--- config.mk ---
export PLATFORM = sky130hd
export DESIGN_NAME = ciopd_top
export DESIGN_NICKNAME = d
export VERILOG_FILES = /design/src/ciopd_pkg.sv /design/src/ciopd_top.sv
export SDC_FILE = /design/constraint.sdc
export NUM_CORES = 1
export LEC_CHECK = 0
export BUFFER_PORTS_ARGS = -buffer_cell sky130_fd_sc_hd__buf_2
export CAP_MARGIN = 30
export CORE_MARGIN = 2
export CORE_UTILIZATION = 53
export CTS_CLUSTER_SIZE = 12
export DETAILED_ROUTE_END_ITERATION = 6
export PLACE_DENSITY = 0.77
export SYNTH_ARGS = -nofsm -noshare
export SYNTH_HDL_FRONTEND = slang
export SYNTH_SLANG_ARGS = --single-unit
--- constraint.sdc ---
create_clock -name clk -period 4.3 [get_ports clk]
set_input_delay 0.645 -clock clk [delete_from_list [all_inputs] [get_ports clk]]
set_output_delay 0.645 -clock clk [all_outputs]
set_load 0.01 [all_outputs]
--- src/ciopd_pkg.sv ---
// Package holding the constants and types of the configurable port driver block.
// Notes on behaviour
// - Three ports, each pin configured on its own.
// - Two selection registers per port, bit y each.
// - Codes ab: 00 quasi, 01 push, 10 input, 11 drain.
// - Quasi is default, acts as input and output.
// - Quasi: very weak pull-up while latch holds one.
// - Quasi: weak pull-up while latch and pin high.
// - Quasi: latch rising gives two-clock strong pull-up.
// - Open drain: no pull-ups, pull-down on latch zero.
// - Push-pull: pull-down on zero, strong on one.
// - Input only: no pull-up and no pull-down.
// - Reset clears all selection register bits.
// - Bus variant: read strobe bit one, write bit zero.
package ciopd_pkg;

  // Number of ports and pins per port.
  localparam int NUM_PORTS = 3;
  localparam int PORT_WIDTH = 8;

  // Port indices inside the packed arrays.
  localparam logic [1:0] PORT_ONE_IDX = 2'h0;
  localparam logic [1:0] PORT_THREE_IDX = 2'h1;
  localparam logic [1:0] PORT_FOUR_IDX = 2'h2;

  // Register addresses on the special function register bus.
  localparam logic [7:0] PORT1_TYPE_SEL_A_ADDR = 8'hD4;
  localparam logic [7:0] PORT3_TYPE_SEL_A_ADDR = 8'hD5;
  localparam logic [7:0] PORT4_TYPE_SEL_A_ADDR = 8'hD6;
  localparam logic [7:0] PORT1_TYPE_SEL_B_ADDR = 8'hE2;
  localparam logic [7:0] PORT3_TYPE_SEL_B_ADDR = 8'hE4;
  localparam logic [7:0] PORT4_TYPE_SEL_B_ADDR = 8'hE5;

  // Values after reset.
  localparam logic [7:0] TYPE_SEL_RESET = 8'h00;
  localparam logic [7:0] RDATA_RESET = 8'h00;

  // Bit positions of the external strobes on port one.
  localparam int PORT_ONE_BIT_ONE = 1;
  localparam int PORT_ONE_BIT_ZERO = 0;

  // Length of the strong pull-up pulse in CPU clocks.
  localparam logic [1:0] STRONG_PULSE_CYC = 2'h2;
  localparam logic [1:0] STRONG_CNT_RESET = 2'h0;

  // Output type of one pin.
  typedef enum logic [1:0] {
    MODE_QUASI,
    MODE_PUSH_PULL,
    MODE_INPUT_ONLY,
    MODE_OPEN_DRAIN
  } ciopd_mode_t;

  // Driver enables of one port, one bit per pin.
  typedef struct packed {
    logic [7:0] pu_vweak;
    logic [7:0] pu_weak;
    logic [7:0] pu_strong;
    logic [7:0] pull_down;
  } ciopd_drv_t;

  // Result of decoding a register address.
  typedef struct packed {
    logic hit;
    logic sel_b;
    logic [1:0] port;
  } ciopd_dec_t;

endpackage

--- src/ciopd_top.sv ---
// Per-pin output type control and pull-up sequencing for three eight-bit ports.
`timescale 1ns/1ps
`default_nettype none

module ciopd_top (
  // Clock and synchronous reset.
  input wire logic clk,
  input wire logic resetn,
  // Special function register bus, same clock as the CPU.
  input wire logic [7:0] sfr_addr,
  input wire logic sfr_wr,
  input wire logic [7:0] sfr_wdata,
  input wire logic sfr_rd,
  output var logic [7:0] sfr_rdata,
  output var logic sfr_hit,
  // Port output latches from the CPU, index 0 port one, 1 port three, 2 port four.
  input wire logic [2:0][7:0] port_latch,
  // External bus variant: strobes replace port one bits one and zero.
  input wire logic ext_bus_mode,
  input wire logic ext_rd_n,
  input wire logic ext_wr_n,
  // Raw pin levels from the input buffers.
  input wire logic [2:0][7:0] pin_in,
  // Synchronised pin levels and driver enables.
  output var logic [2:0][7:0] pin_level,
  output var ciopd_pkg::ciopd_drv_t [2:0] pin_drv
);

  // Selection register state.
  logic [2:0][7:0] sel_a_reg;
  logic [2:0][7:0] sel_a_next;
  logic [2:0][7:0] sel_b_reg;
  logic [2:0][7:0] sel_b_next;
  logic [7:0] rdata_next;
  logic hit_next;

  // Pin synchroniser state.
  logic [2:0][7:0] sync1_reg;
  logic [2:0][7:0] sync2_reg;
  logic [2:0][7:0] sync3_reg;
  logic [2:0][7:0] level_next;

  // Effective latch, previous latch and driver state.
  logic [2:0][7:0] latch_eff;
  logic [2:0][7:0] latch_prev_reg;
  ciopd_pkg::ciopd_drv_t [2:0] drv_next;

  // Maps a bus address onto one selection register.
  function automatic ciopd_pkg::ciopd_dec_t ciopd_decode(input logic [7:0] addr);
    ciopd_pkg::ciopd_dec_t d;
    d = '0;
    unique case (addr)
      ciopd_pkg::PORT1_TYPE_SEL_A_ADDR: d = '{1'b1, 1'b0, ciopd_pkg::PORT_ONE_IDX};
      ciopd_pkg::PORT3_TYPE_SEL_A_ADDR: d = '{1'b1, 1'b0, ciopd_pkg::PORT_THREE_IDX};
      ciopd_pkg::PORT4_TYPE_SEL_A_ADDR: d = '{1'b1, 1'b0, ciopd_pkg::PORT_FOUR_IDX};
      ciopd_pkg::PORT1_TYPE_SEL_B_ADDR: d = '{1'b1, 1'b1, ciopd_pkg::PORT_ONE_IDX};
      ciopd_pkg::PORT3_TYPE_SEL_B_ADDR: d = '{1'b1, 1'b1, ciopd_pkg::PORT_THREE_IDX};
      ciopd_pkg::PORT4_TYPE_SEL_B_ADDR: d = '{1'b1, 1'b1, ciopd_pkg::PORT_FOUR_IDX};
      default: d = '0;
    endcase
    return d;
  endfunction

  // Turns the two selection bits of a pin into its output type.
  function automatic ciopd_pkg::ciopd_mode_t ciopd_mode(input logic a, input logic b);
    ciopd_pkg::ciopd_mode_t m;
    unique case ({a, b})
      2'b00: m = ciopd_pkg::MODE_QUASI;
      2'b01: m = ciopd_pkg::MODE_PUSH_PULL;
      2'b10: m = ciopd_pkg::MODE_INPUT_ONLY;
      2'b11: m = ciopd_pkg::MODE_OPEN_DRAIN;
    endcase
    return m;
  endfunction

  // Register writes replace the whole byte; reads return it the next cycle, unmapped reads give zero.
  always_comb begin
    ciopd_pkg::ciopd_dec_t wdec;
    ciopd_pkg::ciopd_dec_t rdec;
    wdec = ciopd_decode(sfr_addr);
    rdec = wdec;
    sel_a_next = sel_a_reg;
    sel_b_next = sel_b_reg;
    rdata_next = ciopd_pkg::RDATA_RESET;
    hit_next = 1'b0;
    if (sfr_wr && wdec.hit) begin
      if (wdec.sel_b) begin
        sel_b_next[wdec.port] = sfr_wdata;
      end else begin
        sel_a_next[wdec.port] = sfr_wdata;
      end
    end
    if (sfr_rd && rdec.hit) begin
      rdata_next = rdec.sel_b ? sel_b_reg[rdec.port] : sel_a_reg[rdec.port];
      hit_next = 1'b1;
    end
  end

  // Reset leaves every pin quasi-bidirectional, including the undefined port one low bits.
  always_ff @(posedge clk) begin
    if (!resetn) begin
      sel_a_reg <= {3{ciopd_pkg::TYPE_SEL_RESET}};
      sel_b_reg <= {3{ciopd_pkg::TYPE_SEL_RESET}};
      sfr_rdata <= ciopd_pkg::RDATA_RESET;
      sfr_hit <= 1'b0;
    end else begin
      sel_a_reg <= sel_a_next;
      sel_b_reg <= sel_b_next;
      sfr_rdata <= rdata_next;
      sfr_hit <= hit_next;
    end
  end

  // A level change counts only once the second and third stages agree, which filters a late edge.
  always_comb begin
    level_next = pin_level;
    for (int p = 0; p < ciopd_pkg::NUM_PORTS; p++) begin
      for (int b = 0; b < ciopd_pkg::PORT_WIDTH; b++) begin
        if (sync2_reg[p][b] == sync3_reg[p][b]) begin
          level_next[p][b] = sync3_reg[p][b];
        end
      end
    end
  end

  // Three-stage synchroniser; the first stage feeds only the second.
  always_ff @(posedge clk) begin
    if (!resetn) begin
      sync1_reg <= '0;
      sync2_reg <= '0;
      sync3_reg <= '0;
      pin_level <= '0;
    end else begin
      sync1_reg <= pin_in;
      sync2_reg <= sync1_reg;
      sync3_reg <= sync2_reg;
      pin_level <= level_next;
    end
  end

  // In the bus variant the strobes take the latch place of port one bits one and zero.
  always_comb begin
    latch_eff = port_latch;
    if (ext_bus_mode) begin
      latch_eff[ciopd_pkg::PORT_ONE_IDX][ciopd_pkg::PORT_ONE_BIT_ONE] = ext_rd_n;
      latch_eff[ciopd_pkg::PORT_ONE_IDX][ciopd_pkg::PORT_ONE_BIT_ZERO] = ext_wr_n;
    end
  end

  // Previous latch value, used to find the low-to-high change.
  always_ff @(posedge clk) begin
    if (!resetn) begin
      latch_prev_reg <= '0;
    end else begin
      latch_prev_reg <= latch_eff;
    end
  end

  // One driver slice per pin of each port.
  for (genvar gp = 0; gp < ciopd_pkg::NUM_PORTS; gp++) begin : g_port
    for (genvar gb = 0; gb < ciopd_pkg::PORT_WIDTH; gb++) begin : g_pin
      logic [1:0] cnt_reg;
      logic [1:0] cnt_next;
      ciopd_pkg::ciopd_mode_t mode;
      logic latch;
      logic level;

      assign mode = ciopd_mode(sel_a_reg[gp][gb], sel_b_reg[gp][gb]);
      assign latch = latch_eff[gp][gb];
      assign level = pin_level[gp][gb];

      // The strong pulse restarts on every rising latch and dies if the latch falls or the type changes.
      always_comb begin
        cnt_next = ciopd_pkg::STRONG_CNT_RESET;
        if (mode == ciopd_pkg::MODE_QUASI && latch) begin
          if (!latch_prev_reg[gp][gb]) begin
            cnt_next = ciopd_pkg::STRONG_PULSE_CYC;
          end else if (cnt_reg != ciopd_pkg::STRONG_CNT_RESET) begin
            cnt_next = cnt_reg - 2'h1;
          end
        end
      end

      // Enables follow from type, latch, sensed level and pulse counter; registered so outputs are glitch free.
      always_comb begin
        drv_next[gp].pu_vweak[gb] = 1'b0;
        drv_next[gp].pu_weak[gb] = 1'b0;
        drv_next[gp].pu_strong[gb] = 1'b0;
        drv_next[gp].pull_down[gb] = 1'b0;
        unique case (mode)
          ciopd_pkg::MODE_QUASI: begin
            drv_next[gp].pu_vweak[gb] = latch;
            drv_next[gp].pu_weak[gb] = latch & level;
            drv_next[gp].pu_strong[gb] = (cnt_next != ciopd_pkg::STRONG_CNT_RESET);
            drv_next[gp].pull_down[gb] = ~latch;
          end
          ciopd_pkg::MODE_PUSH_PULL: begin
            drv_next[gp].pu_strong[gb] = latch;
            drv_next[gp].pull_down[gb] = ~latch;
          end
          ciopd_pkg::MODE_OPEN_DRAIN: begin
            drv_next[gp].pull_down[gb] = ~latch;
          end
          ciopd_pkg::MODE_INPUT_ONLY: begin
            drv_next[gp].pull_down[gb] = 1'b0;
          end
        endcase
      end

      // Counter and enable registers of this pin.
      always_ff @(posedge clk) begin
        if (!resetn) begin
          cnt_reg <= ciopd_pkg::STRONG_CNT_RESET;
          pin_drv[gp].pu_vweak[gb] <= 1'b0;
          pin_drv[gp].pu_weak[gb] <= 1'b0;
          pin_drv[gp].pu_strong[gb] <= 1'b0;
          pin_drv[gp].pull_down[gb] <= 1'b0;
        end else begin
          cnt_reg <= cnt_next;
          pin_drv[gp].pu_vweak[gb] <= drv_next[gp].pu_vweak[gb];
          pin_drv[gp].pu_weak[gb] <= drv_next[gp].pu_weak[gb];
          pin_drv[gp].pu_strong[gb] <= drv_next[gp].pu_strong[gb];
          pin_drv[gp].pull_down[gb] <= drv_next[gp].pull_down[gb];
        end
      end
    end
  end

endmodule

`default_nettype wire

## Yosys cells after proc, flatten, opt, wreduce, memory -nomap -nowiden

Index checks and enable logic that the tools add are counted.

| word-level totals | value |
|---|---|
| input bits | 71 |
| word-level logic and storage cells | 743 |
| register bits | 321 |
| output and inout bits | 129 |

| cells by class | value |
|---|---|
| reductions and logical operators | 174 |
| mux-type cells | 156 |
| eq/ne operators | 174 |
| bitwise logic cells | 49 |
| order comparisons | 2 |
| $add $sub $neg | 24 |

Operator list:

| kind | count |
|---|---|
| $eq 2x2->1 const B | 96 |
| $pmux 2 s4 | 24 |
| $mux 2 | 73 |
| $eq 2x1->1 const B | 48 |
| $logic_not 2->1 | 48 |
| $pmux 1 s2 | 48 |
| $reduce_bool 2->1 | 48 |
| $reduce_or 3->1 | 24 |
| $reduce_and 2->1 | 27 |
| $bwmux 24 | 2 |
| $eq 8x8->1 const B | 6 |
| $sub 2x1->2 const B | 24 |
| $bmux 8 s2 | 2 |
| $mux 8 | 4 |
| $logic_and 1x1->1 | 27 |
| $not 1->1 | 25 |
| $and 1x1->1 | 24 |
| $eq 1x1->1 | 24 |
| $pmux 4 s6 | 1 |
| $demux 8 s2 | 1 |
| $lt 2x3->1 const B | 1 |
| $ge 2x1->1 const B | 1 |
| $mux 1 | 1 |

## Longest topological paths before layout

Gate-level depths: netlist of the first run.

| logic depth | value |
|---|---|
| depth after elaboration | 7 |
| gate-level depth with buffers | 7 |
| gate-level depth less buffers | 5 |

## Worst setup path after synthesis of the first run

Ideal clock, no wire load.

| timing path | value |
|---|---|
| path kind | input to register |
| start point | input port sfr_addr[3] |
| end point | register sfr_rdata[7] |
| setup slack | 2.160 ns |
| setup time | 0.070 ns |
| required time | 4.230 ns |
| buffers on the path | 1 |
| arrival time | 2.070 ns |
| stages on the path | 6 |
| cells stage by stage | nand4b_1 > a21oi_2 > clkbuf_1 > a211oi_1 > a221o_1 > a21oi_1 |

| on the way | value |
|---|---|
| cells in the longest elaborated chain, start to end | 5 |
| elaborated cells on any way between the ends | 14 |
| classes of those cells | 6 x eq/ne; 6 x mux; 2 x reduce/logical |

Ends and longest elaborated chain:

| item | line | text |
|---|---|---|
| start: declaration | ciopd_top.sv:10 | `input wire logic [7:0] sfr_addr,` |
| $eq 8x8->1 | ciopd_top.sv:52 | `unique case (addr)` |
| $pmux 4 s6 (*) | ciopd_top.sv:52 |  |
| $bmux 8 s2 | ciopd_top.sv:94 | `rdata_next = rdec.sel_b ? sel_b_reg[rdec.port] : sel_a_reg[rdec.port];` |
| $mux 8 (not written as such) | ciopd_top.sv:94 |  |
| $mux 8 | ciopd_top.sv:94 |  |
| end signal: assignment | ciopd_top.sv:104 | `sfr_rdata <= ciopd_pkg::RDATA_RESET;` |
| end signal: assignment | ciopd_top.sv:109 | `sfr_rdata <= rdata_next;` |
| end: declaration | ciopd_top.sv:14 | `output var logic [7:0] sfr_rdata,` |

Mark *: on every way between the ends. The rest lies on a longest branch, timed or not. The select of a mux whose other input is x is not followed.
A chain may end at the register's enable or synchronous reset.

## Final worst setup path of the first run

| timing path | value |
|---|---|
| start point | input port sfr_addr[3] |
| end point | register sel_b_reg[17] in the netlist's numbering |

| on the way | value |
|---|---|
| cells in the longest elaborated chain, start to end | 7 |
| elaborated cells on any way between the ends | 15 |
| classes of those cells | 2 x order compare; 6 x eq/ne; 4 x mux; 3 x reduce/logical |

Ends and longest elaborated chain:

| item | line | text |
|---|---|---|
| $eq 8x8->1 | ciopd_top.sv:52 |  |
| $pmux 4 s6 (*) | ciopd_top.sv:52 |  |
| $lt 2x3->1 (not written as such) or $ge 2x1->1 (tied branches) | ciopd_top.sv:88 | `sel_b_next[wdec.port] = sfr_wdata;` |
| $logic_and 1x1->1 (not written as such) | ciopd_top.sv:88 |  |
| $mux 8 (not written as such) | ciopd_top.sv:88 |  |
| $demux 8 s2 | ciopd_top.sv:88 |  |
| $bwmux 24 | ciopd_top.sv:88 |  |
| end signal: assignment | ciopd_top.sv:103 | `sel_b_reg <= {3{ciopd_pkg::TYPE_SEL_RESET}};` |
| end signal: assignment | ciopd_top.sv:108 | `sel_b_reg <= sel_b_next;` |
| end: declaration | ciopd_top.sv:32 | `logic [2:0][7:0] sel_b_reg;` |

Mark *: on every way between the ends. The rest lies on a longest branch, timed or not.

==> impl_metrics.toml, run 1 <==
[worst_setup_path]
reg2regPathDepth = 3
timing.rr.end = "sfr_rdata[4]$_SDFF_PN0_"
worstPathArrival_ps = 2670
start_kind = "primary input"
crit_fanout = 17
setup.worst_path.class = "primary input to register"
crit_family = "simple AND/OR/NAND/NOR gates"
crit_chain = "buf_2 -> nand4b_1 -> a21oi_2 -> and3_1 -> mux2i_1 -> nor2_1"
cp_num_buf_inv = 1
worst_path_max_delay_cell = "a21oi_2"
required_ps = 4710
r2r_start = "sel_a_reg[20]$_SDFFE_PN0P_"
rrSetupSlack_ps = 3060
cp_slowest_stage_delay_ps = 690
worstSetupPathDepth = 6
end_kind = "register"

[clock_network]
cts.repair.resized = 0
cts_setup_buffers = 0
clk_pin_slew_ps = 60
ctsHoldBuffers = 0
clk_path_buf_depth = 3
numCtsBuffers = 31
root_buffer = "clkbuf_16"
numClockSinks = 321
cts_max_level = 1
cts_tree = "done"
clk_latency_ps = 530

[global_routing]
grt_pass1_vias = 6978
use_met2 = 0.357
gr-usage-all-layers = 0.208
grt_max_degree = 70
antenna_found_initial = 2
use_met1 = 0.263
grt.busiest_layer = "met2"
grt_pass1_wl_mm = 34.0
use_met3 = 0.0454
overflow = 0

[floorplanning]
dieArea_um2 = 20200
core_um2 = 18700
start_util = 0.541
rows = 50
dieHeight_um = 142
dieWidth_um = 142
ios = 200

[timing]
slew_headroom = 0.468
fin_crit_ps = 2260
slew_violations = 0
setup_viol = 0
tns_ps = 0
hold_violations = 0
max_freq_mhz = 443
period_share = 0.526
clock_skew_ps = 13.1
rsz0062_at_grt = "no"
worst_pin_slew_ps = 795

[cells_and_area]
fin_nets = 1261
fill_cells = 1524
multi_input_area_um2 = 3290
largest_register_ffs = 96
stdcell_area_um2 = 12200
regArea_um2 = 6430
drive_above_1_share = 0.203
area_growth_syn_to_layout_pct = 20.6

[routing]
vias = 7359
vias_per_cell = 5.14
wl_mm = 21.5
firstDrtPassIters = 5
drc_errors = 0
initialDrtViolationCount = 279
ant_nets = 0
wl_per_cell_um = 15.0

[yosys]
async_reset_ff_frac = 0
yosys-top-cells-area = "dfxtp_1 64%, and2_1 5.9%, mux2i_1 4.9%, nand2_1 3.9%, a211oi_1 3.6%"
synth_top_family_by_area = "simple AND/OR/NAND/NOR gates"
synth.most_common_cell = "dfxtp_1"
yosys_most_used_dff = "dfxtp_1"
yosys-top-cells-count = "321 x dfxtp_1, 104 x nand2_1, 96 x and2_1"
synth_fp_nets = 1054
syn_avg_cell_area_um2 = 10.3
ys_seq_elements = 321
synth.top_cell.area_share = 0.635
yosys.area.top_type = "dfxtp_1"
seq_area_frac_synth = 0.635
netlist-cell-type-count = 40
ys.warnings.count = 0
synthSimpleGateAreaFrac = 0.173
netlist_area_um2 = 10100
netlist_instances = 983
synth_fa_ha_area_frac = 0
synth_edf_count = 0
synth_compound_area_frac = 0.102
synthMuxAreaShare = 0.0495
synth-xor-area-share = 0

[power]
ir_worst_vdd_v = 0.000329
p_leak_nw = 5.55
powerDensity_nw_per_um2 = 472

[outcome]
status = "finished, final reports clean"

[hold_path]
whs_path_depth = 2
hp-start = "port_latch[21]"
min_to = "pin_drv[69]$_SDFF_PP0_"
worst_hold_path_type = "primary input to register"

[placement]
placed_area_um2 = 11300
dp_hpwl_mm = 14.9
place_congestion = 0.857
portBuffers = 199

[flow_run]
drv_cap = 0
==> metal layers <==
metal  up-vias  part of all wire
li1       3689                 -
met1      3405              0.44
met2       220              0.48
met3        43             0.065
met4         2             0.021
met5         -           0.00061
==> worst max-delay path by stage <==
stage / startpoint / to / slack [ps]
floorplan: sfr_addr[3] / sfr_rdata[7]$_SDFF_PN0_ / 2160
global placement: sfr_addr[0] / sel_b_reg[13]$_SDFFE_PN0P_ / 1660
detailed placement: sfr_addr[3] / sel_b_reg[18]$_SDFFE_PN0P_ / 1560
CTS: sfr_addr[3] / sel_b_reg[18]$_SDFFE_PN0P_ / 2110
global route: sfr_addr[3] / sel_b_reg[18]$_SDFFE_PN0P_ / 1950
finish: sfr_addr[3] / sel_b_reg[17]$_SDFFE_PN0P_ / 2040
==> layout make-up <==
type	count	share of cell area
timing repair buffer	203	0.0854
inverter	73	0.0226
antenna	2	0.000410
clock inverter	2	0.00492
clock buffer	37	0.0663
sequential	321	0.527
tap	234	0.0240
multi-input combinational	560	0.270
==> report_power, final <==
part,switching [mW],internal (mW)
Combinational,0.140,0.100
Clock,0.995,1.42
Sequential,0.0380,3.07
==> logic make-up after synthesis <==
logic type,count (synthesis)
buffers and inverters,102
flip-flops,321
AND/OR/NAND/NOR,353
multiplexers,50
AO/OA/AOI/OAI,157
==> through the flow <==
step	hold WS (ps)	instances	util	power, mW	worst slack (ps)
final	277	1432	0.652	5.76	2040
after global routing	262	1431	0.652	5.97	1950
after CTS	260	1430	0.652	5.82	2110
after detailed placement	407	1391	0.605	3.41	1560
after global placement	403	1391	0.605	3.40	1660
after floorplan	397	983	-	3.29	2160
==> cell usage in the layout (no fill, tap or decap), types with 13 or more instances in the layout <==
cell type / instances
a211oi_1: 49
a21oi_1: 56
a221o_1: 13
and2_1: 96
buf_2: 198
clkbuf_16: 31
dfxtp_1: 321
inv_1: 72
mux2i_1: 50
nand2_1: 104
nor2_1: 80
nor3_1: 25
o21ai_0: 24
or3_1: 24
(Power assumes the default switching activity.)
==> inputs of run 2 (changes only) <==
- clock period: 4.3 -> 2.25 ns (I/O delays scaled with it)
==> run 2 against run 1 <==
  * Non-clock buffer count increased by 25
  * Routed wire length grew 2.1%
  * Combinational power is 100% higher
  * Clock power up 110%
  * Design area rose by 3.3%
  * Count of clock-buffer cells in the layout increased by 12
  * Worst setup slack worse by 1400 ps
  * Final cell count up 2.4%
  * Critical endpoint is now sfr_rdata[4]$_SDFF_PN0_
  * Largest cell class unchanged
  * Highest routed layer unchanged
==> impl_metrics.toml, run 2 (synthesis results as in run 1) <==
[power]
powerDensity_nw_per_um2 = 918
p_leak_nw = 5.76
ir_worst_vdd_v = 0.000679

[clock_network]
numCtsBuffers = 34
cts.repair.resized = 0
root_buffer = "clkbuf_16"
clk_pin_slew_ps = 60
numClockSinks = 321
cts_setup_buffers = 0
clk_latency_ps = 500
cts_max_level = 2
cts_tree = "done"
clk_path_buf_depth = 3

[routing]
initialDrtViolationCount = 264
firstDrtPassIters = 6
ant_nets = 0
wl_per_cell_um = 14.9
wl_mm = 21.9
vias_per_cell = 5.14
drc_errors = 0
vias = 7545

[timing]
period_share = 0.707
max_freq_mhz = 629
setup_viol = 0
hold_violations = 0
fin_crit_ps = 1590
clock_skew_ps = 13.5
rsz0062_at_grt = "no"
worst_pin_slew_ps = 751
slew_headroom = 0.497
slew_violations = 0
tns_ps = 0

[global_routing]
grt_pass1_wl_mm = 35.1
grt_pass1_vias = 7293
gr-usage-all-layers = 0.216
grt_max_degree = 50
overflow = 0
antenna_found_initial = 1

[cells_and_area]
diodes = 0
layout_commonest_cell = "dfxtp_1"
area_growth_syn_to_layout_pct = 24.6
fin_nets = 1289
largest_register_ffs = 96
final_core_util = 0.673
layout_common_cells = "321 x dfxtp_1, 198 x buf_2, 104 x nand2_1, 96 x and2_1, 80 x nor2_1"
drive_above_1_share = 0.221
stdcell_count = 1467

[floorplanning]
ios = 200
dieArea_um2 = 20200
dieHeight_um = 142
start_util = 0.541
core_um2 = 18700
rows = 50
dieWidth_um = 142

[placement]
portBuffers = 199
dp_hpwl_mm = 15.5
placed_cells = 1410
place_congestion = 0.817

[worst_setup_path]
cp_num_buf_inv = 1
setup.worst_path.class = "primary input to register"
crit_family = "compound AO/OA/AOI/OAI gates"
crit_chain = "buf_2 -> nor4bb_1 -> o211ai_1 -> a221o_1 -> a21o_1 -> o2111a_1"
worstPathArrival_ps = 1970
r2r_start = "sel_a_reg[20]$_SDFFE_PN0P_"
end_kind = "register"
crit_fanout = 8
rrSetupSlack_ps = 1020
cp_slowest_stage_delay_ps = 400
required_ps = 2630
reg2regPathDepth = 3
timing.rr.end = "sfr_rdata[4]$_SDFF_PN0_"
start_kind = "primary input"
worst_path_max_delay_cell = "a221o_1"

[hold_path]
whs_path_depth = 2
worst_hold_path_type = "primary input to register"
hp-start = "port_latch[6]"
min_to = "pin_drv[6]$_SDFF_PP0_"

[flow_run]
drv_cap = 0

[outcome]
status = "finished, final reports clean"
## run 2: cell count changes in the layout (fill, tap and decap cells not counted), sizes merged
cell,delta
clkinv,+1
bufinv,-2
dlygate4sd3,+6
buf,+19
clkbuf,+12
diode,-2
inv,+1
## run 2: metal layers
metal  global-route usage  vias up  share of wire
li1                     -     3763              -
met3               0.0434       42          0.064
met5                    0        -        0.00032
met4               0.0858        2          0.024
met1                0.262     3519           0.43
met2                0.379      219           0.48
## run 2: metrics by stage
step / setup slack, ps / total power, mW / hold WS [ps] / area [um^2]
2_1_floorplan: 418 / 6.29 / 397 / 10100
3_3_place_gp: 244 / 6.52 / 403 / 11500
3_5_place_dp: 203 / 6.53 / 407 / 11500
4_1_cts: 701 / 11.7 / 0.0470 / 12600
5_1_grt: 425 / 12.0 / 6.15 / 12600
6_report: 659 / 11.6 / 19.2 / 12600
## run 2: how the worst max path moves through the flow
stage,start,cells after the start,slack [ps],endpoint
floorplan,sfr_addr[3],6,420,sfr_rdata[7]$_SDFF_PN0_
global placement,sfr_addr[0],7,240,sfr_rdata[0]$_SDFF_PN0_
detailed placement,sfr_addr[0],7,200,sfr_rdata[2]$_SDFF_PN0_
CTS,sfr_addr[5],6,700,sfr_rdata[4]$_SDFF_PN0_
global route,sfr_addr[5],6,420,sfr_rdata[1]$_SDFF_PN0_
finish,sfr_addr[5],6,660,sfr_rdata[4]$_SDFF_PN0_
## run 2: where the power goes
group,switching [mW],internal [mW]
registers,0.0717,5.86
clock network,2.03,3.12
logic,0.272,0.210
## run 2: cell type report
type | count | area (um^2)
Multi-Input combinational cell | 560 | 3290
Fill cell | 1517 | 6110
Inverter | 73 | 275
Tap cell | 234 | 293
Clock inverter | 2 | 13.8
Clock buffer | 49 | 1020
Sequential cell | 321 | 6430
Timing Repair Buffer | 228 | 1280
## run 2: repair_timing
item                                    CTS  global route
hold buffers                              6             0
endpoints found under the hold margin     6             0
endpoints found under the setup margin    0             0
